[config.mk]
export PLATFORM = sky130hd
export DESIGN_NAME = discrete_io_fail_safe
export DESIGN_NICKNAME = d
export VERILOG_FILES = /design/src/pkg/dio_pkg.sv /design/src/logic/discrete_io_fail_safe.sv /design/src/logic/tick_divider.sv /design/src/logic/input_group_read.sv
export SDC_FILE = /design/constraint.sdc
export NUM_CORES = 1
export LEC_CHECK = 0
export BUFFER_PORTS_ARGS = -buffer_cell sky130_fd_sc_hd__buf_2
export CORE_MARGIN = 3
export CORE_UTILIZATION = 55
export DETAILED_ROUTE_END_ITERATION = 8
export GPL_ROUTABILITY_DRIVEN = 0
export PLACE_DENSITY = 0.79
export SETUP_SLACK_MARGIN = 0.1
export SLEW_MARGIN = 5
export SYNTH_ARGS = -nofsm -noshare
export SYNTH_HDL_FRONTEND = slang
export SYNTH_HIERARCHICAL = 1
export SYNTH_SLANG_ARGS = --single-unit
export TNS_END_PERCENT = 100
[constraint.sdc]
create_clock -name sys_clk_i -period 2.29 [get_ports sys_clk_i]
set_input_delay 0.458 -clock sys_clk_i [delete_from_list [all_inputs] [get_ports sys_clk_i]]
set_output_delay 0.458 -clock sys_clk_i [all_outputs]
set_load 0.05 [all_outputs]
[src/pkg/dio_pkg.sv]
// Register map, field layout and timing constants of the discrete I/O block
package dio_pkg;
  // Register word offsets (byte address divided by four)
  localparam logic [3:0] REG_INPUT_POINT    = 4'h0;
  localparam logic [3:0] REG_OUTPUT_POINT   = 4'h1;
  localparam logic [3:0] REG_SAFE_SELECT    = 4'h2;
  localparam logic [3:0] REG_SAFE_PATTERN   = 4'h3;
  localparam logic [3:0] REG_SAFE_DELAY     = 4'h4;
  localparam logic [3:0] REG_SAFE_COMMIT    = 4'h5;
  localparam logic [3:0] REG_STATUS         = 4'h6;
  localparam logic [3:0] REG_IRQ_STATUS     = 4'h7;
  localparam logic [3:0] REG_IRQ_ENABLE     = 4'h8;
  localparam logic [3:0] REG_IRQ_CLEAR      = 4'h9;
  localparam int         ADDR_LSB           = 2;
  localparam int         ADDR_W             = 6;

  // Fail-safe type codes
  localparam logic [1:0] SAFE_ALL_OFF       = 2'h1;
  localparam logic [1:0] SAFE_PATTERN       = 2'h2;
  localparam logic [1:0] SAFE_HOLD_LAST     = 2'h3;
  localparam logic [1:0] SAFE_SELECT_RESET  = 2'h1;

  // Field positions
  localparam int         COMMIT_BIT         = 0;
  localparam int         STAT_LINK_BIT      = 0;
  localparam int         STAT_SAFE_BIT      = 1;
  localparam int         STAT_PEND_BIT      = 2;
  localparam int         IRQ_BITS           = 3;
  localparam int         EV_LINK_LOST       = 0;
  localparam int         EV_SAFE_ENTER      = 1;
  localparam int         EV_LINK_BACK       = 2;

  // Timing: one delay unit is a tenth of a second
  localparam longint     CLK_HZ             = 250_000_000;
  localparam longint     TICK_MS            = 100;
  localparam longint     TICK_CYCLES        = (CLK_HZ * TICK_MS) / 1000;
  localparam int         DELAY_W            = 8;

  typedef enum {
    ST_RUN,
    ST_WAIT,
    ST_SAFE
  } safe_state_type;
endpackage

[src/logic/discrete_io_fail_safe.sv]
// Discrete input/output block with fail-safe output control
//
// Functional notes
// Inputs read active while sensing current flows; inputs are read-only.
// Twenty-four inputs: bytes 0-2, halfwords 0-1, one 32-bit word.
// Thirty-two inputs: bytes 0-3, halfwords 0-1, one 32-bit word.
// Four outputs readable and writable singly or as grouped low bits.
// Four-point module keeps low nibble of written values; rest dropped.
// Fail-safe type 1 all off, 2 pattern, 3 hold last state.
// Stored pattern drives outputs only when type equals 2.
// Pattern bit one drives point on, zero drives point off.
// Loss of host communication puts outputs in configured fail-safe.
// Fail-safe entry delayed by programmed tenths of a second.
// Delay is an 8-bit count, up to 25.5 seconds.
// Zero delay enters fail-safe immediately on communication loss.
// Staged type, pattern and delay take effect only on commit.
// Commit strobe clears itself after transfer; writing zero does nothing.
// Reads wider than the module return zeros above its points.
// Communication restored before delay expiry cancels fail-safe entry.
//
// Design decisions made here: the address map and the Avalon-MM slave port.
`timescale 1ns/1ns
module discrete_io_fail_safe
  import dio_pkg::*;
#(
  parameter int          N_INPUTS  = 32,
  parameter int          N_OUTPUTS = 4,
  parameter int unsigned TICK_LEN  = 32'(TICK_CYCLES)
) (
  // Clock and reset
  input  wire logic                 sys_clk_i,
  input  wire logic                 resetn_i,
  // Avalon-MM slave
  input  wire logic [ADDR_W-1:0]    avs_address_i,
  input  wire logic                 avs_read_i,
  input  wire logic                 avs_write_i,
  input  wire logic [3:0]           avs_byteenable_i,
  input  wire logic [31:0]          avs_writedata_i,
  output logic [31:0]               avs_readdata_o,
  output logic                      avs_waitrequest_o,
  output logic [1:0]                avs_response_o,
  // Field pins
  input  wire logic [N_INPUTS-1:0]  input_point_i,
  input  wire logic                 host_link_ok_i,
  output logic [N_OUTPUTS-1:0]      output_point_o,
  // Interrupt
  output logic                      irq_o
);
  logic [N_OUTPUTS-1:0] normal_out_ff;
  logic [N_OUTPUTS-1:0] safe_output_pattern_ff;
  logic [N_OUTPUTS-1:0] staged_pattern_ff;
  logic [1:0]           safe_state_select_ff;
  logic [1:0]           staged_select_ff;
  logic [DELAY_W-1:0]   safe_entry_delay_ff;
  logic [DELAY_W-1:0]   staged_delay_ff;
  logic                 safe_config_commit_ff;
  logic [DELAY_W-1:0]   remain_ff;
  logic                 link_ff;
  logic [IRQ_BITS-1:0]  irq_status_ff;
  logic [IRQ_BITS-1:0]  irq_enable_ff;
  logic                 ack_ff;
  logic [31:0]          input_view;
  logic [31:0]          sense_wide;
  logic                 tick;
  logic                 wr_req;
  logic                 rd_req;
  logic [3:0]           word_idx;
  logic [31:0]          wmask;
  logic [31:0]          wdata;
  logic [31:0]          nxt_readdata;
  logic                 nxt_decerr;
  logic [N_OUTPUTS-1:0] nxt_out;
  logic [IRQ_BITS-1:0]  events;
  logic                 link_lost;
  logic                 link_back;
  safe_state_type       state_ff;

  function automatic logic [31:0] lane_mask(input logic [3:0] be);
    lane_mask = {{8{be[3]}}, {8{be[2]}}, {8{be[1]}}, {8{be[0]}}};
  endfunction

  function automatic logic is_mapped(input logic [3:0] idx);
    is_mapped = (idx <= REG_IRQ_CLEAR);
  endfunction

  assign sense_wide = 32'(input_point_i);
  assign word_idx   = avs_address_i[ADDR_LSB +: 4];
  assign wmask      = lane_mask(avs_byteenable_i);
  assign wdata      = avs_writedata_i & wmask;
  assign wr_req     = avs_write_i && !ack_ff;
  assign rd_req     = avs_read_i && !ack_ff;
  assign link_lost  = link_ff && !host_link_ok_i;
  assign link_back  = !link_ff && host_link_ok_i;

  // Point level already means current is flowing
  input_group_read #(
    .N_POINTS (N_INPUTS)
  ) u_inputs (
    .sys_clk_i (sys_clk_i),
    .resetn_i  (resetn_i),
    .sense_i   (sense_wide),
    .points_o  (input_view)
  );

  tick_divider #(
    .TICK_LEN (TICK_LEN)
  ) u_tick (
    .sys_clk_i (sys_clk_i),
    .resetn_i  (resetn_i),
    .restart_i (link_lost),
    .tick_o    (tick)
  );

  // One wait state: answer on the cycle after the request is seen
  always_ff @(posedge sys_clk_i or negedge resetn_i) begin
    if (!resetn_i) begin
      ack_ff <= 1'b0;
    end else begin
      ack_ff <= (avs_read_i || avs_write_i) && !ack_ff;
    end
  end

  // Registered so the handshake output comes straight from a flop
  always_ff @(posedge sys_clk_i or negedge resetn_i) begin
    if (!resetn_i) begin
      avs_waitrequest_o <= 1'b1;
    end else begin
      avs_waitrequest_o <= !((avs_read_i || avs_write_i) && !ack_ff);
    end
  end

  // Host-written output values, low bits only
  always_ff @(posedge sys_clk_i or negedge resetn_i) begin
    if (!resetn_i) begin
      normal_out_ff <= '0;
    end else if (wr_req && word_idx == REG_OUTPUT_POINT) begin
      normal_out_ff <= (normal_out_ff & ~wmask[N_OUTPUTS-1:0])
                       | wdata[N_OUTPUTS-1:0];  // see R4
    end
  end

  // Staging registers, inert until commit
  always_ff @(posedge sys_clk_i or negedge resetn_i) begin
    if (!resetn_i) begin
      staged_select_ff  <= SAFE_SELECT_RESET;
      staged_pattern_ff <= '0;
      staged_delay_ff   <= '0;
    end else if (wr_req) begin
      if (word_idx == REG_SAFE_SELECT && avs_byteenable_i[0]) begin
        staged_select_ff <= wdata[1:0];
      end
      if (word_idx == REG_SAFE_PATTERN) begin
        staged_pattern_ff <= (staged_pattern_ff & ~wmask[N_OUTPUTS-1:0])
                             | wdata[N_OUTPUTS-1:0];
      end
      if (word_idx == REG_SAFE_DELAY && avs_byteenable_i[0]) begin
        staged_delay_ff <= wdata[DELAY_W-1:0];
      end
    end
  end

  // Commit strobe: set by writing one, self-clears next cycle
  always_ff @(posedge sys_clk_i or negedge resetn_i) begin
    if (!resetn_i) begin
      safe_config_commit_ff <= 1'b0;
    end else begin
      safe_config_commit_ff <= wr_req && word_idx == REG_SAFE_COMMIT
                               && wdata[COMMIT_BIT];
    end
  end

  // Active fail-safe configuration
  always_ff @(posedge sys_clk_i or negedge resetn_i) begin
    if (!resetn_i) begin
      safe_state_select_ff   <= SAFE_SELECT_RESET;
      safe_output_pattern_ff <= '0;
      safe_entry_delay_ff    <= '0;
    end else if (safe_config_commit_ff) begin
      safe_state_select_ff   <= staged_select_ff;
      safe_output_pattern_ff <= staged_pattern_ff;
      safe_entry_delay_ff    <= staged_delay_ff;
    end
  end

  always_ff @(posedge sys_clk_i or negedge resetn_i) begin
    if (!resetn_i) begin
      link_ff <= 1'b1;
    end else begin
      link_ff <= host_link_ok_i;
    end
  end

  // Fail-safe sequencer
  always_ff @(posedge sys_clk_i or negedge resetn_i) begin
    if (!resetn_i) begin
      state_ff  <= ST_RUN;
      remain_ff <= '0;
    end else begin
      case (state_ff)
        ST_RUN: begin
          if (link_lost) begin
            remain_ff <= safe_entry_delay_ff;
            if (safe_entry_delay_ff == '0) begin
              state_ff <= ST_SAFE;
            end else begin
              state_ff <= ST_WAIT;
            end
          end
        end
        ST_WAIT: begin
          if (host_link_ok_i) begin
            state_ff <= ST_RUN;
          end else if (tick) begin
            remain_ff <= remain_ff - 1'b1;
            if (remain_ff == 8'h01) begin
              state_ff <= ST_SAFE;
            end
          end
        end
        ST_SAFE: begin
          if (host_link_ok_i) begin
            state_ff <= ST_RUN;
          end
        end
        default: begin
          state_ff <= ST_RUN;
        end
      endcase
    end
  end

  // Output selection per fail-safe type
  always_comb begin
    nxt_out = normal_out_ff;
    if (state_ff == ST_SAFE) begin
      case (safe_state_select_ff)
        SAFE_ALL_OFF:   nxt_out = '0;
        SAFE_PATTERN:   nxt_out = safe_output_pattern_ff;  // see R7
        SAFE_HOLD_LAST: nxt_out = normal_out_ff;
        default:        nxt_out = normal_out_ff;
      endcase
    end
  end

  always_ff @(posedge sys_clk_i or negedge resetn_i) begin
    if (!resetn_i) begin
      output_point_o <= '0;
    end else begin
      output_point_o <= nxt_out;
    end
  end

  // Sticky event flags; new events win over clears
  always_comb begin
    events                = '0;
    events[EV_LINK_LOST]  = link_lost;
    events[EV_SAFE_ENTER] = state_ff != ST_SAFE
                            && ((state_ff == ST_RUN && link_lost
                                 && safe_entry_delay_ff == '0)
                                || (state_ff == ST_WAIT && !host_link_ok_i
                                    && tick && remain_ff == 8'h01));
    events[EV_LINK_BACK]  = link_back;
  end

  always_ff @(posedge sys_clk_i or negedge resetn_i) begin
    if (!resetn_i) begin
      irq_status_ff <= '0;
    end else if (wr_req && word_idx == REG_IRQ_CLEAR) begin
      irq_status_ff <= (irq_status_ff & ~wdata[IRQ_BITS-1:0]) | events;
    end else begin
      irq_status_ff <= irq_status_ff | events;
    end
  end

  always_ff @(posedge sys_clk_i or negedge resetn_i) begin
    if (!resetn_i) begin
      irq_enable_ff <= '0;
    end else if (wr_req && word_idx == REG_IRQ_ENABLE) begin
      irq_enable_ff <= (irq_enable_ff & ~wmask[IRQ_BITS-1:0])
                       | wdata[IRQ_BITS-1:0];
    end
  end

  always_ff @(posedge sys_clk_i or negedge resetn_i) begin
    if (!resetn_i) begin
      irq_o <= 1'b0;
    end else begin
      irq_o <= |((irq_status_ff | events) & irq_enable_ff);
    end
  end

  // Read mux; write-only registers read zero
  always_comb begin
    nxt_readdata = 32'h0000_0000;
    nxt_decerr   = !is_mapped(word_idx);
    case (word_idx)
      REG_INPUT_POINT:  nxt_readdata = input_view;  // see R2 see R3
      REG_OUTPUT_POINT: nxt_readdata = 32'(normal_out_ff);
      REG_STATUS: begin
        nxt_readdata[STAT_LINK_BIT] = link_ff;
        nxt_readdata[STAT_SAFE_BIT] = state_ff == ST_SAFE;
        nxt_readdata[STAT_PEND_BIT] = state_ff == ST_WAIT;
      end
      REG_IRQ_STATUS:   nxt_readdata = 32'(irq_status_ff);
      REG_IRQ_ENABLE:   nxt_readdata = 32'(irq_enable_ff);
      default:          nxt_readdata = 32'h0000_0000;
    endcase
  end

  always_ff @(posedge sys_clk_i or negedge resetn_i) begin
    if (!resetn_i) begin
      avs_readdata_o <= 32'h0000_0000;
      avs_response_o <= 2'h0;
    end else if (rd_req || wr_req) begin
      avs_readdata_o <= rd_req ? nxt_readdata : 32'h0000_0000;
      avs_response_o <= nxt_decerr ? 2'h3 : 2'h0;
    end
  end
endmodule

[src/logic/tick_divider.sv]
// Tenth-of-a-second enable pulse generator
`timescale 1ns/1ns
module tick_divider
  import dio_pkg::*;
#(
  parameter int unsigned TICK_LEN = 32'(TICK_CYCLES)
) (
  // Clock and reset
  input  wire logic sys_clk_i,
  input  wire logic resetn_i,
  // Control
  input  wire logic restart_i,
  output logic      tick_o
);
  logic [31:0] count_ff;

  // Restart aligns the first tick to a full period
  always_ff @(posedge sys_clk_i or negedge resetn_i) begin
    if (!resetn_i) begin
      count_ff <= 32'h0000_0000;
      tick_o   <= 1'b0;
    end else if (restart_i || count_ff == TICK_LEN - 1) begin
      count_ff <= 32'h0000_0000;
      tick_o   <= !restart_i;
    end else begin
      count_ff <= count_ff + 32'h0000_0001;
      tick_o   <= 1'b0;
    end
  end
endmodule

[src/logic/input_group_read.sv]
// Width-limited view of the input points, zero above the module width
`timescale 1ns/1ns
module input_group_read #(
  parameter int N_POINTS = 32
) (
  // Clock and reset
  input  wire logic        sys_clk_i,
  input  wire logic        resetn_i,
  // Field side
  input  wire logic [31:0] sense_i,
  // Register side
  output logic [31:0]      points_o
);
  logic [31:0] mask;

  genvar g;
  generate
    for (g = 0; g < 32; g++) begin : g_mask
      assign mask[g] = (g < N_POINTS);
    end
  endgenerate

  always_ff @(posedge sys_clk_i or negedge resetn_i) begin
    if (!resetn_i) begin
      points_o <= 32'h0000_0000;
    end else begin
      points_o <= sense_i & mask;
    end
  end
endmodule

After elaboration in Yosys (flattened, before gate mapping) --
Cells that the tools add are included.
Cells by class: $lt $le $gt $ge 1, eq/ne operators 24, reduce and logical (&&, ||, !) cells 38, bitwise operators 14, $add $sub $neg 2, multiplexer cells 20
Operators by type and width (count):
- 32-bit two-way mux | 7
- 32-bit case mux with 3 select lines | 1
- 32-bit by 2-bit equality test with 1-bit output (second input constant) | 2
- 32-bit logical NOT | 2
- 29-bit case mux with 2 select lines | 1
- 32-bit by 1-bit adder with 32-bit output (second input constant) | 1
- 32-bit by 1-bit equality test with 1-bit output (second input constant) | 1
- 32-bit by 25-bit equality test with 1-bit output (second input constant) | 1
- 32-bit by 3-bit equality test with 1-bit output (second input constant) | 1
- 32-bit by 3-bit inequality test with 1-bit output (second input constant) | 1
- 8-bit two-way mux | 3
- 1-bit logical AND | 18
- 4-bit by 3-bit equality test with 1-bit output (second input constant) | 4
- 8-bit case mux with 2 select lines | 1
- 3-bit case mux with 5 select lines | 1
- 3-bit bitwise AND | 3
- 3-bit bitwise OR | 3
- 4-bit bitwise AND | 2
- 8-bit bitwise AND | 1
- 4-bit by 2-bit equality test with 1-bit output (second input constant) | 2
- 4-bit equality test (second input constant) | 2
- 8-bit by 1-bit equality test with 1-bit output (second input constant) | 1
- 8-bit logical NOT | 1
- 4-bit bitwise OR | 2
- 23 further kinds | 37
Storage, ports and cells: flip-flop bits (word level) 186, bits of input ports 79, logic and storage cells 121, output and inout port bits 40

Longest topological paths before layout --
depth in word-level cells 9, depth in mapped cells 7, gate-level depth less buffers 6

Modules after synthesis --
Netlist, hierarchy kept.
By module, submodules not included:
- discrete_io_fail_safe | seq. area each 2257.2 um^2, times used 1, cells an instance 314, area each 3887.5 um^2
- tick_divider | seq. area each 825.8 um^2, times used 1, cells an instance 196, area each 1791.7 um^2
- input_group_read | seq. area each 800.8 um^2, times used 1, cells an instance 32, area each 800.8 um^2

Worst setup path before layout --
Ideal clock, no wire load.
kind register -> register, start reg u_tick.count_ff[0], end reg u_tick.count_ff[22], slack 0.199 ns, period minus slack after synthesis 2.091 ns, arrival time 2.017 ns, buffers on the path 1, stages on the path, launching flop included 7, library setup time 0.074 ns, cells stage by stage dfrtp_1 > ha_1 > clkbuf_1 > inv_1 > or4_4 > or4_4 > a21oi_2
Between the ends: word-level cells in the longest chain between the ends 3, elaborated cells between the ends (all ways) 4, classes of those cells 1 x add/sub; 1 x eq/ne; 1 x mux; 1 x reduce/logical
Ends and longest elaborated chain:
- start, declared | RTL line tick_divider.sv:15 | logic [31:0] count_ff;
- start signal, assigned | RTL line tick_divider.sv:26 | count_ff <= count_ff + 32'h0000_0001;
- parallel branches: the longest is 2 deep, another holds 32-bit by 1-bit adder with 32-bit output
- 32-bit two-way mux * | RTL line tick_divider.sv:22 | end else if (restart_i || count_ff == TICK_LEN - 1) begin
Mark *: on every way between the ends. A chain may end at the register's enable or synchronous reset.

Worst setup path in the final report --
start reg u_tick.count_ff[4], end reg u_tick.count_ff[22]
Same word-level chain as after synthesis.

==> qor.csv <==
stage;metric;value;unit
hold_path;worst hold path class;primary input to flop;
global_routing;vias in the first global route;4735;
synth;Syn Inst Count;542;
final_layout;area grow syn2layout;19.91;%
pwr;Leak;3.606;nW
setup_path;Worst Path Max Fanout;10;
route;detailed-route wire length;13870;µm
global_routing;Tot GR Track Use;22.18;%
timing;Relative slew margins;53.84;%
final_layout;# diodes;0;
floorplan;initial core utilization;56.51;%
floorplan;core area;0.01147;mm²
timing;final worst setup slack;0.1864;ns
route;DRT iter0 DRCs;440;
clock_tree;Skew-Pair Late Insertion Delay;0.42;ns
synth;synthesis warning total;6;
route;DRT Pass-1 Iters;4;
synth;Compound-Gate Fraction of Synth Area;13.77;%
timing;Fmax;475.4;MHz
global_routing;antenna violations before repair;0;
route;vias;4729;
timing;Hold Fails Final Rpt;0;
placed_design;Post-DP HPWL;9349;µm
clock_tree;clk buf depth;2;
pwr;Pint;4.792;mW
pwr;Flop pwr share;46.6;%
pwr;Switching Fraction;27.98;%
clock_tree;Clock Pin Slew Worst Setup and Hold Paths;0.07;ns
status;status;finished, final reports clean;
floorplan;Die W;114.5;µm
synth;Simple-Gate Fraction of Synth Area;14.69;%
synth;largest family of logic cells by synthesized area;simple AND/OR/NAND/NOR gates;
clock_tree;CTS tree;built;
clock_tree;clock root buffer;clkbuf_16;
synth;unique cell type count in the Yosys netlist;67;
timing;RSZ-0062 raised after global routing;no;
synth;Mapped Nets;625;
synth;Adder-Cell Fraction of Synth Area;0.7723;%
pwr;NetSw;1.861;mW
pwr;PD cells;856.3;mW/mm²
final_layout;# nets final;729;
pwr;VDD IR max;0.9059;mV
placed_design;I/O Buffers;89;
synth;most frequent cell after synthesis;dfrtp_1;
placed_design;Inst Count DP;767;
synth;Synth top cells by count;151 x dfrtp_1, 47 x nand2_1, 36 x mux2_2;
final_layout;Non-Filler Instances;802;
synth;Seq/Total Area, Yosys;59.93;%
global_routing;first-pass GRT wire length;22850;µm
synth;Synth top area share;58.31;%
timing;Final setup viols;0;
setup_path;crit path kind;flop to flop;
timing;Worst Tran Pin Value;0.6910;ns
floorplan;die height;114.5;µm
setup_path;Worst Setup End Kind;flop;
route;WL/cell;17.29;µm
timing;clk_skew;0.006721;ns
floorplan;area of the die;0.01312;mm²
pwr;Comb power frac;11.9;%
synth;mux cell area share after synthesis;6.719;%
timing;setup TNS;0;ns
synth;top_reg_cell synth;dfrtp_1;
timing;Slew Viols, Final;0;
setup_path;Critical Path AT;2.45;ns
global_routing;largest net degree at the start of global routing;61;
route;DRC;0;
timing;crit path time final;2.104;ns
floorplan;IO Pins;119;
synth;Synth Cell Area;0.006480;mm²
setup_path;critical path launch point type;flop;
synth;Mean Syn Cell Area;11.96;µm²
timing;fin crit share;91.86;%
clock_tree;CTS Buf Count;17;
clock_tree;H-tree level count;4;
synth;post-synthesis async set-or-reset flop share;100.0;%
route;Vias/cell;5.897;
global_routing;total congestion overflow;0;
route;Antenna Violating Nets Remaining;0;
pwr;power share of the clock group;41.5;%
synth;cell taking the most area after synthesis;dfrtp_1;
synth;Synth Area in XOR/XNOR;1.352;%
placed_design;pre-CTS worst setup slack;0.1308;ns
synth;synth top area cells;dfrtp_1 58%, mux2_2 6.3%, a22o_1 3.8%;
final_layout;share of layout cells above drive strength 1;30.96;%
synth;EDFF count, synth;0;
job;reported max-cap violation count;0;
synth;synthesis-stage register bit count;155;
clock_tree;Clock Sinks;155;
setup_path;CP required;2.64;ns
floorplan;# rows;39;
## final timing paths
check	depth (start not counted)	endpoint	slack, ns	startpoint
max	5	u_tick/count_ff[22]	0.19	u_tick/count_ff[4]
min	1	u_inputs/points_o[4]	0.14	input_point_i[4]
max reg2reg	5	u_tick/count_ff[22]	0.19	u_tick/count_ff[4]
min reg2reg	1	avs_readdata_o[14]	0.46	u_inputs/points_o[14]
max in group asynchronous	3	avs_waitrequest_o	0.98	resetn_i
min in group asynchronous	2	remain_ff[4]	0.56	resetn_i
## per-layer routing
metal  share of wire, %  vias up  track usage, %
met5                  0        -               0
met4                2.6        0           9.580
met3                4.8       29           5.074
met2                 51      132           36.52
met1                 42     2378           28.20
li1                   -     2190               -
## critical path, cell delays in order, from the launching register on
cell,delay (ns)
dfrtp_1,0.41
nand4_1,0.18
buf_4,0.22
or4_4,0.55
or4_4,0.54
a21oi_2,0.14
## cell usage in the layout, fill, tap and decap left out, drive strengths merged, types with 11 or more instances in the layout
cell,count
o21ai,27
nand3,14
dfrtp,151
a21oi,30
nand4,11
clkbuf,18
mux2,36
nor2,24
inv,22
nand2,47
or4,12
nor4,13
buf,110
a22o,28
## sequential cells by signal, indices dropped and copies added (netlist names), 2 cells and up, named ones only
| name | count |
|---|---|
| state_ff | 2 |
| staged_delay_ff | 8 |
| u_tick/count_ff | 32 |
| irq_status_ff | 3 |
| remain_ff | 8 |
| safe_output_pattern_ff | 4 |
| output_point_o | 4 |
| safe_entry_delay_ff | 8 |
| u_inputs/points_o | 32 |
| safe_state_select_ff | 2 |
| staged_select_ff | 2 |
| avs_readdata_o | 32 |
## layout make-up
| class | instances | area [µm²] |
|---|---|---|
| timing repair buffer | 111 | 644.4 |
| clock buffer | 18 | 429.2 |
| multi-input combinational | 347 | 2427 |
| inverter | 14 | 52.55 |
| sequential | 155 | 3884 |
| clock inverter | 14 | 153.9 |
| tap | 143 | 178.9 |
| fill | 808 | 3697 |
## per-stage QoR
| stage | utilization (%) | power (mW) | instance area (µm²) | hold WS, ns |
|---|---|---|---|---|
| after global placement | 62.37 | 3.885 | 7152 | 0.4355 |
| final | 67.76 | 6.653 | 7770 | 0.1366 |
| after detailed placement | 62.37 | 3.926 | 7152 | 0.4424 |
| after floorplan | - | 3.628 | 6480 | 0.1624 |
| after global routing | 67.76 | 6.904 | 7770 | 0.1238 |
| after CTS | 67.57 | 6.693 | 7749 | 0.1227 |
## repair_timing
item / 4_1_cts / 5_1_grt
setup endpoints to repair: 1 / 3
resized for setup: 1 / 1
buffers inserted: 0 / 2
hold buffers: 1 / 0
endpoints found under the hold margin: 11 / 0
pin swaps: 0 / 0
## cell families (layout without fill, tap and decap cells)
logic type | Yosys count | count (layout)
buffers and inverters | 40 | 157
flip-flops | 155 | 155
multiplexers | 39 | 39
AO/OA/AOI/OAI | 126 | 126
XOR/XNOR | 10 | 10
adder cells (fa/ha/maj) | 4 | 4
AND/OR/NAND/NOR | 168 | 168
## power by group through the flow
stage	Clock, mW	Combinational, mW	Sequential, mW
final	2.76	0.791	3.10
after global routing	2.92	0.866	3.12
after CTS	2.81	0.787	3.10
after detailed placement	0	0.781	3.15
after global placement	0	0.755	3.13
after floorplan	0	0.392	3.24
No activity file was read; power rests on OpenSTA's default activity.
